===== src/lcd_host_port_pkg.sv =====
package lcd_host_port_pkg;

  // Bit positions inside the synchronised host pin vector.
  localparam int PIN_W = 19;
  localparam int PIN_DATA_LSB = 0;
  localparam int PIN_DATA_MSB = 7;
  localparam int PIN_SDI = 8;
  localparam int PIN_SCK = 9;
  localparam int PIN_WR = 10;
  localparam int PIN_RD = 11;
  localparam int PIN_CDS = 12;
  localparam int PIN_CSN = 13;
  localparam int PIN_ADDR_LO = 14;
  localparam int PIN_ADDR_HI = 15;
  localparam int PIN_PS_LSB = 16;
  localparam int PIN_PS_MSB = 18;

  // Upper five bits of the 7-bit two-wire slave address.
  localparam logic [4:0] I2C_ADDR_BASE = 5'h0F;
  // Command that opens the three-wire status readback.
  localparam logic [7:0] SELF_TEST_CMD = 8'hDB;

  // Readback length and the point where the complement starts.
  localparam logic [3:0] RB_HALF = 4'h4;
  localparam logic [3:0] RB_LEN = 4'h8;
  localparam logic [2:0] LAST_BIT = 3'h7;

  // Reset values.
  localparam logic [7:0] BYTE_RESET = 8'h00;
  localparam logic [7:0] COUNT_RESET = 8'h00;

  // Host port selected by the three mode pins, first pin as MSB.
  typedef enum logic [2:0] {
    MODE_SPI4 = 3'b000,
    MODE_SPI3 = 3'b001,
    MODE_PSTB = 3'b010,
    MODE_PENA = 3'b011,
    MODE_I2C = 3'b111,
    MODE_NONE = 3'b100
  } port_mode_t;

  // Two-wire receiver states, Gray coded along the usual path.
  typedef enum logic [2:0] {
    TW_IDLE = 3'b000,
    TW_ADDR = 3'b001,
    TW_CTRL = 3'b011,
    TW_DATA = 3'b010,
    TW_SKIP = 3'b110
  } tw_state_t;

endpackage


===== src/lcd_host_port.sv =====
// Operation
// - Deselected: strobes ignored, data bus released.
// - Serial mode deselected clears shift register and bit counter.
// - Three mode pins pick 4-wire, 3-wire, strobe bus, enable bus or I2C.
// - Parallel modes use 8-bit two-way bus; third pin picks bus style.
// - Select plus direction: data read/write, status read, instruction write.
// - Enable held high: chip select rising edge ends the transfer.
// - 4-wire: select low enables input, select pin marks data or command.
// - Without select pin bytes are commands until a byte count is loaded.
// - Bits taken on serial clock rise, MSB first, byte on eighth.
// - Each display data byte advances the column pointer by one.
// - After the announced data bytes, serial bytes are commands again.
// - Readback drives status on four edges, then its complement on four.
// - After eighth bit, readback ends at falling edge of eighth clock.
// - Two-wire data stays stable while clock high, one bit per pulse.
// - START is data falling with clock high; STOP is data rising.
// - Two-wire command bytes executed, data bytes sent to display RAM.
// - Answer only addresses 0111100 to 0111111 set by two pins.
// - Control bytes carry continuation flag and select; flag clear ends them.
// - Acknowledge each byte by holding data low through ninth pulse.
// - First display read after address set returns stale holder content.
module lcd_host_port
  import lcd_host_port_pkg::*;
(
  // Clock and reset
  input wire logic clock,
  input wire logic rst_n,
  // Port selection and slave address pins
  input wire logic port_select_bit_first,
  input wire logic port_select_bit_second,
  input wire logic port_select_bit_third,
  input wire logic slave_addr_select_lo,
  input wire logic slave_addr_select_hi,
  // Parallel host pins
  input wire logic chip_select_n,
  input wire logic cmd_data_select,
  input wire logic readStrobe,
  input wire logic writeStrobe,
  input wire logic [7:0] hostDataIn,
  output logic [7:0] hostDataOut,
  output logic hostDataOe_n,
  // Serial host pins, shared by the SPI and two-wire ports
  input wire logic serialClock,
  input wire logic serialDataIn,
  output logic serialDataOut,
  output logic serialDataOe_n,
  // Core side
  input wire logic selfTestStatus,
  input wire logic [7:0] statusByte,
  input wire logic [7:0] ramReadData,
  input wire logic dataCountLoad,
  input wire logic [7:0] dataCountValue,
  output logic [7:0] rxByte,
  output logic cmdStrobe,
  output logic dataStrobe,
  output logic columnAdvance,
  output logic ramReadStrobe,
  output logic statusReadStrobe
);

  function automatic port_mode_t portMode(input logic [2:0] ps);
    case (ps)
      3'b000: portMode = MODE_SPI4;
      3'b001: portMode = MODE_SPI3;
      3'b010: portMode = MODE_PSTB;
      3'b011: portMode = MODE_PENA;
      3'b111: portMode = MODE_I2C;
      default: portMode = MODE_NONE;
    endcase
  endfunction

  typedef struct packed {
    logic [PIN_W-1:0] s1;
    logic [PIN_W-1:0] s2;
    logic [PIN_W-1:0] s3;
    logic [7:0] spiShift;
    logic [2:0] spiCnt;
    logic flagSeen;
    logic flag;
    logic spiHold;
    logic [7:0] dataLeft;
    logic rbActive;
    logic [3:0] rbCnt;
    logic rbStatus;
    tw_state_t twState;
    logic [7:0] twShift;
    logic [2:0] twCnt;
    logic byteDone;
    logic ackPhase;
    logic ackDrive;
    logic contFlag;
    logic dataSel;
    logic parActive;
    logic parRead;
    logic parCds;
    logic [7:0] parData;
    logic [7:0] outReg;
    logic [7:0] holder;
    logic [7:0] rxByte;
    logic cmdStb;
    logic dataStb;
    logic colInc;
    logic ramRd;
    logic statusRd;
  } state_t;

  state_t q;
  state_t d;
  port_mode_t mode;
  logic [PIN_W-1:0] pinsNow;
  logic csN;
  logic sck;
  logic sckRise;
  logic sckFall;
  logic sdiRise;
  logic sdiFall;
  logic twStart;
  logic twStop;
  logic serialMode;
  logic spiByte;
  logic byteIsData;
  logic enable;
  logic readDir;
  logic [7:0] newByte;
  logic addrMatch;

  assign pinsNow = {port_select_bit_first, port_select_bit_second,
                    port_select_bit_third, slave_addr_select_hi,
                    slave_addr_select_lo, chip_select_n, cmd_data_select,
                    readStrobe, writeStrobe, serialClock, serialDataIn,
                    hostDataIn};

  always_comb
  begin
    d = q;
    d.s1 = pinsNow;
    d.s2 = q.s1;
    d.s3 = q.s2;
    d.cmdStb = 1'b0;
    d.dataStb = 1'b0;
    d.colInc = 1'b0;
    d.ramRd = 1'b0;
    d.statusRd = 1'b0;
    mode = portMode(q.s2[PIN_PS_MSB:PIN_PS_LSB]);
    csN = q.s2[PIN_CSN];
    sck = q.s2[PIN_SCK];
    sckRise = sck & ~q.s3[PIN_SCK];
    sckFall = ~sck & q.s3[PIN_SCK];
    sdiRise = q.s2[PIN_SDI] & ~q.s3[PIN_SDI];
    sdiFall = ~q.s2[PIN_SDI] & q.s3[PIN_SDI];
    twStart = sck & q.s3[PIN_SCK] & sdiFall;
    twStop = sck & q.s3[PIN_SCK] & sdiRise;
    serialMode = (mode == MODE_SPI4) || (mode == MODE_SPI3);
    spiByte = 1'b0;
    byteIsData = 1'b0;
    enable = 1'b0;
    readDir = 1'b0;
    newByte = {q.spiShift[6:0], q.s2[PIN_SDI]};
    addrMatch = 1'b0;

    // Serial ports. A byte is only ever taken on a synchronised clock rise.
    if (!serialMode || csN)
    begin
      d.spiShift = BYTE_RESET;
      d.spiCnt = 3'h0;
      d.flagSeen = 1'b0;
      d.spiHold = 1'b0;
      d.rbActive = 1'b0;
      d.rbCnt = 4'h0;
    end
    else if (q.rbActive)
    begin
      if (sckRise && q.rbCnt != RB_LEN)
        d.rbCnt = q.rbCnt + 4'h1;
      if (sckFall && q.rbCnt == RB_LEN)
      begin
        d.rbActive = 1'b0;
        d.spiHold = 1'b1;
      end
    end
    else if (!q.spiHold && sckRise)
    begin
      if (mode == MODE_SPI3 && !q.flagSeen)
      begin
        d.flagSeen = 1'b1;
        d.flag = q.s2[PIN_SDI];
      end
      else
      begin
        d.spiShift = newByte;
        d.spiCnt = q.spiCnt + 3'h1;
        spiByte = (q.spiCnt == LAST_BIT);
      end
    end
    if (spiByte)
    begin
      d.flagSeen = 1'b0;
      d.rxByte = newByte;
      if (mode == MODE_SPI4)
        byteIsData = q.s2[PIN_CDS];
      else
        byteIsData = (q.dataLeft != COUNT_RESET);
      d.dataStb = byteIsData;
      d.colInc = byteIsData;
      d.cmdStb = ~byteIsData;
      if (mode == MODE_SPI3 && byteIsData)
        d.dataLeft = q.dataLeft - 8'h01;
      if (mode == MODE_SPI3 && !byteIsData && !q.flag &&
          newByte == SELF_TEST_CMD)
      begin
        d.rbActive = 1'b1;
        d.rbCnt = 4'h0;
        d.rbStatus = selfTestStatus;
      end
    end
    // The decoder announces the byte count after the direction command.
    if (dataCountLoad)
      d.dataLeft = dataCountValue;

    // Two-wire slave receiver.
    if (mode != MODE_I2C || twStop)
    begin
      d.twState = TW_IDLE;
      d.byteDone = 1'b0;
      d.ackPhase = 1'b0;
      d.ackDrive = 1'b0;
    end
    else if (twStart)
    begin
      d.twState = TW_ADDR;
      d.twCnt = 3'h0;
      d.byteDone = 1'b0;
      d.ackPhase = 1'b0;
      d.ackDrive = 1'b0;
    end
    else if (q.twState != TW_IDLE)
    begin
      if (sckRise && !q.ackPhase && !q.byteDone)
      begin
        newByte = {q.twShift[6:0], q.s2[PIN_SDI]};
        d.twShift = newByte;
        d.twCnt = q.twCnt + 3'h1;
        if (q.twCnt == LAST_BIT)
        begin
          d.byteDone = 1'b1;
          case (q.twState)
            TW_ADDR:
            begin
              addrMatch = newByte[7:3] == I2C_ADDR_BASE &&
                newByte[2:1] == {q.s2[PIN_ADDR_HI], q.s2[PIN_ADDR_LO]} &&
                !newByte[0];
              d.twState = addrMatch ? TW_CTRL : TW_SKIP;
            end
            TW_CTRL:
            begin
              d.contFlag = newByte[7];
              d.dataSel = newByte[6];
              d.twState = TW_DATA;
            end
            TW_DATA:
            begin
              d.rxByte = newByte;
              d.dataStb = q.dataSel;
              d.colInc = q.dataSel;
              d.cmdStb = ~q.dataSel;
              d.twState = q.contFlag ? TW_CTRL : TW_DATA;
            end
            default: d.twState = q.twState;
          endcase
        end
      end
      if (sckFall && q.byteDone)
      begin
        d.byteDone = 1'b0;
        d.ackPhase = 1'b1;
        d.ackDrive = (q.twState != TW_SKIP);
      end
      else if (sckFall && q.ackPhase)
      begin
        d.ackPhase = 1'b0;
        d.ackDrive = 1'b0;
      end
    end

    // Parallel ports. One transfer per active window; reads taken at its start, writes on its end.
    if (mode == MODE_PENA)
    begin
      enable = ~csN & q.s2[PIN_RD];
      readDir = q.s2[PIN_WR];
    end
    else if (mode == MODE_PSTB)
    begin
      enable = ~csN & (~q.s2[PIN_RD] | ~q.s2[PIN_WR]);
      readDir = ~q.s2[PIN_RD];
    end
    if (enable && !q.parActive)
    begin
      d.parActive = 1'b1;
      d.parRead = readDir;
      d.parCds = q.s2[PIN_CDS];
      if (readDir && q.s2[PIN_CDS])
      begin
        d.outReg = q.holder;
        d.holder = ramReadData;
        d.ramRd = 1'b1;
        d.colInc = 1'b1;
      end
      else if (readDir)
      begin
        d.outReg = statusByte;
        d.statusRd = 1'b1;
      end
    end
    if (enable)
      d.parData = q.s2[PIN_DATA_MSB:PIN_DATA_LSB];
    if (!enable && q.parActive)
    begin
      d.parActive = 1'b0;
      if (!q.parRead)
      begin
        d.rxByte = q.parData;
        d.dataStb = q.parCds;
        d.colInc = q.parCds;
        d.cmdStb = ~q.parCds;
      end
    end
  end

  always_ff @(posedge clock)
  begin
    if (!rst_n)
    begin
      q <= '0;
      q.s1 <= {PIN_W{1'b1}};
      q.s2 <= {PIN_W{1'b1}};
      q.s3 <= {PIN_W{1'b1}};
    end
    else
      q <= d;
  end

  // The bus is only driven while a read window is open and selected.
  assign hostDataOut = q.outReg;
  assign hostDataOe_n = ~(q.parActive & q.parRead);
  assign serialDataOut = q.ackDrive ? 1'b0 :
    ((q.rbCnt < RB_HALF) ? q.rbStatus : ~q.rbStatus);
  assign serialDataOe_n = ~(q.rbActive | q.ackDrive);
  assign rxByte = q.rxByte;
  assign cmdStrobe = q.cmdStb;
  assign dataStrobe = q.dataStb;
  assign columnAdvance = q.colInc;
  assign ramReadStrobe = q.ramRd;
  assign statusReadStrobe = q.statusRd;
endmodule


===== config.mk =====
export PLATFORM = sky130hd
export DESIGN_NAME = lcd_host_port
export DESIGN_NICKNAME = d
export VERILOG_FILES = /design/src/lcd_host_port_pkg.sv /design/src/lcd_host_port.sv
export SDC_FILE = /design/constraint.sdc
export NUM_CORES = 1
export LEC_CHECK = 0
export BUFFER_PORTS_ARGS = -buffer_cell sky130_fd_sc_hd__buf_4
export CAP_MARGIN = 0
export CELL_PAD_IN_SITES_DETAIL_PLACEMENT = 0
export CELL_PAD_IN_SITES_GLOBAL_PLACEMENT = 2
export CORE_ASPECT_RATIO = 1.1
export CORE_MARGIN = 5
export CORE_UTILIZATION = 25
export DETAILED_ROUTE_END_ITERATION = 6
export PLACE_DENSITY_LB_ADDON = 0.25
export SLEW_MARGIN = 20
export SYNTH_ARGS = -nofsm -noshare
export SYNTH_HDL_FRONTEND = slang
export SYNTH_SLANG_ARGS = --single-unit

===== constraint.sdc =====
create_clock -name clock -period 2.5 [get_ports clock]
set_clock_uncertainty 0.1 [all_clocks]
set_input_delay 0.125 -clock clock [delete_from_list [all_inputs] [get_ports clock]]
set_output_delay 0.125 -clock clock [all_outputs]
set_load 0.01 [all_outputs]

* Word-level counts from Yosys, hierarchy flattened
Index checks and enable logic that the tools add are counted.
** Word-level totals
- Register bits after elaboration :: 134
- Latch bits :: 0
- RAM bits :: 0
- Bits in read-only memories :: 0
- Input port bits :: 47
- Output and inout bits :: 24
- Logic and storage cells :: 207
- Memories :: 0
** Cells by class
- Add/subtract/negate cells :: 4
- Multiply operators :: 0
- Div/mod/pow operators :: 0
- Magnitude comparators :: 1
- Equal/unequal tests :: 19
- Shift operators :: 0
- Muxes and demuxes :: 51
- Bitwise logic cells :: 32
- Reductions and logical operators :: 67
** Operators by type and width (count)
- $mux 11 :: 9
- $mux 8 :: 4
- $mux 1 :: 20
- $not 1->1 :: 20
- $eq 3x2->1 const B :: 6
- $reduce_bool 2->1 :: 9
- $logic_and 1x1->1 :: 17
- $mux 17 :: 1
- $reduce_and 4->1 :: 4
- $pmux 3 s5 :: 1
- $mux 14 :: 1
- $reduce_and 2->1 :: 7
- $mux 13 :: 1
- $mux 2 :: 6
- $mux 6 :: 2
- $reduce_and 3->1 :: 4
- $and 1x1->1 :: 10
- $logic_not 1->1 :: 10
- $mux 5 :: 2
- $eq 3x1->1 const B :: 3
- $eq 3x3->1 const B :: 3
- $pmux 3 s3 :: 1
- $reduce_or 3->1 :: 3
- $eq 8x8->1 const B :: 1
- 19 further kinds :: 29

* Depth between registers and ports, before layout
- Word-level depth :: 21
- Depth in mapped cells :: 8
- Gate-level depth less buffers :: 7

* Worst setup path after synthesis
OpenSTA, ideal clock, no wires.
- Path kind :: register to register
- Start :: reg q[65] (netlist name)
- End :: reg q[72] (netlist name)
- Library setup time :: 131 ps
- Data arrival time :: 1750 ps
- Required time :: 2269 ps
- Setup slack :: 519 ps
- Cell stages (with the launch flop) :: 8
- Path buffers :: 0
- Period minus slack after synthesis :: 1981 ps
- Path through :: dfxtp_1 inv_1 ha_1 or4b_1 nor3_2 and4bb_2 xnor2_1 a21oi_1
** Between the ends
- Word-level cells in the longest chain between the ends :: 6
- Elaborated cells on any way between the ends :: 10
- Classes of those cells :: add/sub: 1; mux: 5; reduce/logical: 4
** RTL lines
- start, declared :: line lcd_host_port.sv:107 : state_t q;
- parallel branches: the longest is 6 deep, another holds $sub 8x1->8
Parallel ways; which one is timed is not known. The select of a mux whose other input is x is not followed.
A chain may end at the register's enable or synchronous reset.

* Worst setup path in the final report
- Start :: reg q, in the netlist d[96]
- End :: reg q, in the netlist rxByte[7]
** Between the ends
- Word-level cells in the longest chain between the ends :: 14
- Elaborated cells on any way between the ends :: 20
- Classes of those cells :: mux: 12; bitwise: 4; reduce/logical: 4
** RTL lines
- $and 1x1->1 :: line lcd_host_port.sv:147 : sckRise = sck & ~q.s3[PIN_SCK];
- $logic_and 1x1->1 :: line lcd_host_port.sv:181 : else if (!q.spiHold && sckRise)
- $mux 1 :: line lcd_host_port.sv:181
- $mux 1 :: line lcd_host_port.sv:171 : else if (q.rbActive)
- $mux 1 :: line lcd_host_port.sv:162 : if (!serialMode || csN)
- $mux 11 :: line lcd_host_port.sv:195 : if (spiByte)
- $mux 11 :: line lcd_host_port.sv:246 : case (q.twState)
- $mux 11 :: line lcd_host_port.sv:243 : if (q.twCnt == LAST_BIT)
- $mux 11 :: line lcd_host_port.sv:238 : if (sckRise && !q.ackPhase && !q.byteDone)
- $mux 11 :: line lcd_host_port.sv:236 : else if (q.twState != TW_IDLE)
- $mux 11 :: line lcd_host_port.sv:228 : else if (twStart)
- $mux 11 (*) :: line lcd_host_port.sv:221 : if (mode != MODE_I2C || twStop)
- $mux 11 :: line lcd_host_port.sv:319 : if (!q.parRead)
- $mux 11 (*) :: line lcd_host_port.sv:316 : if (!enable && q.parActive)
Every way passes the cells marked *; elsewhere a longest branch is shown, timed or not.

==> results.md <==
* Result of the run: finished clean
* Cell area after technology mapping at about 5100 µm²
* H-tree levels at 4
* Standard-cell row count at 54
* Number of buffers added for setup after CTS at 0
* Layout cell share with drive strength beyond 1 at 18.6%
* Maximum number of pins on one net before global-route repair at 35
* DRC errors left at 0
* Master of the slowest instance on the critical path: or4b_4
* Footprint of the multi-input gates at around 2300 µm²
* Overall Power at between 4 and 5 mW
* Arrival @ worst endpoint at 2510 ps
* Count of final max-slew check failures at 0
* Remaining number of nets flagged by the antenna check after routing at 0
* Async set or reset register ratio after synthesis at 0%
* Initial DRT Pass Iterations at 4
* Max-capacitance violation count at 0
* Number of global-route vias before repair at between 4k and 5k
* CP cell instances: or4b_4, nor3b_4, nand4b_4, and3_1, o32ai_1
* Area added between synthesis and finish at 36.2%
* Final Routed Wirelength at 12,900 µm
* Leftover overflow at the end of global routing at 0
* CP peak stage delay at 530 ps
* Final RePlAce weighted congestion at approximately 0.8
* Overall die height at 160 µm
* # clock sinks at 125
* Clock period minus final worst setup slack at 2290 ps
* Number of antenna violations at the first check in global routing at 0
* Number of antenna repair diodes at 0
* Post-route fraction of the period consumed by the critical path at 91.7%
* FF-to-FF Start: d[96]
* Core utilization of the finished layout at 34.8%
* Filler instances at 2,053
* Slew at the pin with the worst max-slew slack at between 600 and 700 ps
* I/O pin total at 71
* Prevailing post-synth register cell: dfxtp_1
* Reported leakage power at 2.68 nW
* Worst VDD drop at 453 µV
* Worst setup EP type: register
* Number of clock buffers inserted by TritonCTS at 17
* Area enclosed by the die boundary at 23,400 µm²
* CP Max Fanout at 18
* Post-detailed-placement half-perimeter wirelength at slightly below 9000 µm
* Synth Register Bits at 125
* Via total after detailed routing at slightly above 4k
* FF-to-FF End: rxByte[7]
* Final-report setup violation count at 0
* Reg area at 2500 µm²
* Starting utilization of the core area at between 20% and 30%
* Nature of the critical path startpoint: register
* FF-to-FF path depth at 5
* Hold Violations, Final at 0
* Hold path cells at 1
* Setup CP Type: reg -> reg
* Class of the worst hold path: reg -> reg
* Final TNS setup at 0 ps
* Core Footprint at around 20,000 µm²
* Global Route Usage Sum at 11.4%
* Achievable clock frequency at 436 MHz
* Avg Cell Area, Syn at 9.34 µm²
* Syn nets at 603
* Setup repair after global routing missed its margin: no
* Mean number of vias per cell at 4.48
* CP required at 2720 ps
* PD cells at around 690 nW/µm²
* Clock transition at the registers of the reported paths at 60 ps
* HP Start: d[107]
* Clock Tree Buf Depth at 2
* Setup slack, reg-to-reg at 210 ps
* Endpoint with the worst hold slack: d[88]
* Clock latency reported for the late side of the worst-skew pair at 410 ps
* Layout net count at 719
* Clock root buffer: clkbuf_16
* Number of distinct library cell variants in the gate-level netlist after synthesis at 60
* Synth Instances at 548
* Post-DR wirelength/cell at approximately 14 µm
* Number of enable-type register cells in the synthesized netlist at 0
* CTS tree: done
* Input/output buffers at 70
* Wire length of the first global-routing pass at 21,500 µm
* Seq/Total Area, Yosys at 48.9%
* Total number of yosys warnings at 0
* Worst slew margin relative to its limit at 56.9%
* Detailed router's first-iteration violation count at 184
* Horiz. Die Dim at 146 µm
==> state kept, by name, summed over array words and instances (netlist names) <==
register and cells:
cmdStrobe 1, columnAdvance 1, csN 1, d 37, dataStrobe 1, hostDataOut 8
q 66, ramReadStrobe 1, rxByte 8, statusReadStrobe 1
==> cell usage after synthesis (all sizes together) (3+ instances only) <==
cell,count,area share [%]
clkbuf,21,1.5
a211oi,3,0.68
and2,3,0.37
nand3b,4,0.59
nor2,62,4.5
nor3,9,1.1
dfxtp,125,49
ha,8,2.0
and3,10,1.2
o32ai,7,1.2
nor3b,3,0.66
o21ai,13,1.3
nand2b,42,5.1
a31oi,3,0.37
and4b,3,0.59
or3,5,0.61
nand3,12,1.2
nand4,4,0.49
nand2,57,4.2
mux2i,30,5.9
a21oi,35,3.4
inv,10,0.73
o221ai,8,1.4
xnor2,11,1.9
buf,20,2.9
xor2,4,0.68
==> metrics by stage <==
stage | area [µm²] | cells | hold slack, ps | setup slack, ps
after CTS | 6970 | 929 | 306 | 196
after detailed placement | 5820 | 841 | 211 | 213
after global routing | 6970 | 929 | 325 | 12.4
final | 6970 | 929 | 305 | 208
after floorplan | 5120 | 548 | 126 | 519
after global placement | 5820 | 841 | 206 | 273
==> repair_timing <==
| item | CTS | global route |
|---|---|---|
| resized for setup | 0 | 0 |
| hold endpoints to repair | 52 | 0 |
| hold buffers | 56 | 0 |
==> power breakdown <==
group | internal, mW | switching (mW)
clock network | 1.49 | 0.952
registers | 2.03 | 0.0280
logic | 0.164 | 0.120
==> critical path, delay by kind of cell (launching register included) <==
family	cells	cell delay [ps]
flip-flops	1	420
AO/OA/AOI/OAI	1	260
AND/OR/NAND/NOR	4	1420
==> kinds of logic (layout without fill, tap and decap cells) <==
family | Yosys count | in the layout | share of synthesized area [%]
adders and majority gates | 8 | 8 | 1.96
buffers and inverters | 52 | 181 | 5.21
muxes | 30 | 30 | 5.87
and+or+nand+nor | 230 | 230 | 24.1
DFF | 125 | 125 | 48.9
AOI/OAI and AO/OA | 88 | 88 | 11.4
xor gates and xnor gates | 15 | 15 | 2.57
==> routing by layer <==
layer / part of all wire, % / up-vias / GRT usage, %
met5: 0 / - / 0
li1: - / 2121 / -
met3: 3.3 / 18 / 2.78
met1: 48 / 1941 / 14.8
met2: 47 / 78 / 18.3
met4: 1.8 / 0 / 4.75
==> area by class of cell <==
class | instances | share of cell area (%)
Clock inverter | 14 | 2.24
Clock buffer | 18 | 6.16
Inverter | 11 | 0.593
Timing Repair Buffer | 138 | 16.9
Tap cell | 252 | 4.53
Multi-Input combinational cell | 371 | 33.7
Sequential cell | 125 | 35.9
==> worst max-delay path by stage <==
| stage | from | to | slack [ps] | cells past startpoint |
|---|---|---|---|---|
| detailed placement | d[96] | rxByte[7] | 210 | 5 |
| global route | d[96] | q[66] | 10 | 5 |
| CTS | d[96] | rxByte[7] | 200 | 5 |
| finish | d[96] | rxByte[7] | 210 | 5 |
| floorplan | q[65] | q[72] | 520 | 7 |
| global placement | d[96] | rxByte[7] | 270 | 5 |
==> cell usage in the layout (no fill, tap or decap), types with 3 or more instances in the layout <==
cell,synthesis,routed
a31oi_1,3,3
or3_1,5,5
nor2_1,62,62
and3_1,10,10
dlygate4sd3_1,0,56
inv_1,9,9
and2_1,3,3
nand2_1,57,57
nand3_1,12,12
a21oi_1,35,35
nor3_1,7,7
o221ai_1,8,8
clkbuf_16,0,17
buf_4,16,82
nand4_1,4,4
o21ai_0,13,13
and4b_1,3,3
inv_6,0,7
o32ai_1,7,7
dfxtp_1,125,125
nand3b_1,4,4
xnor2_1,11,11
xor2_1,4,4
mux2i_1,30,30
ha_1,8,8
nand2b_1,42,42
Note: power is estimated with default switching activity, not from simulation.
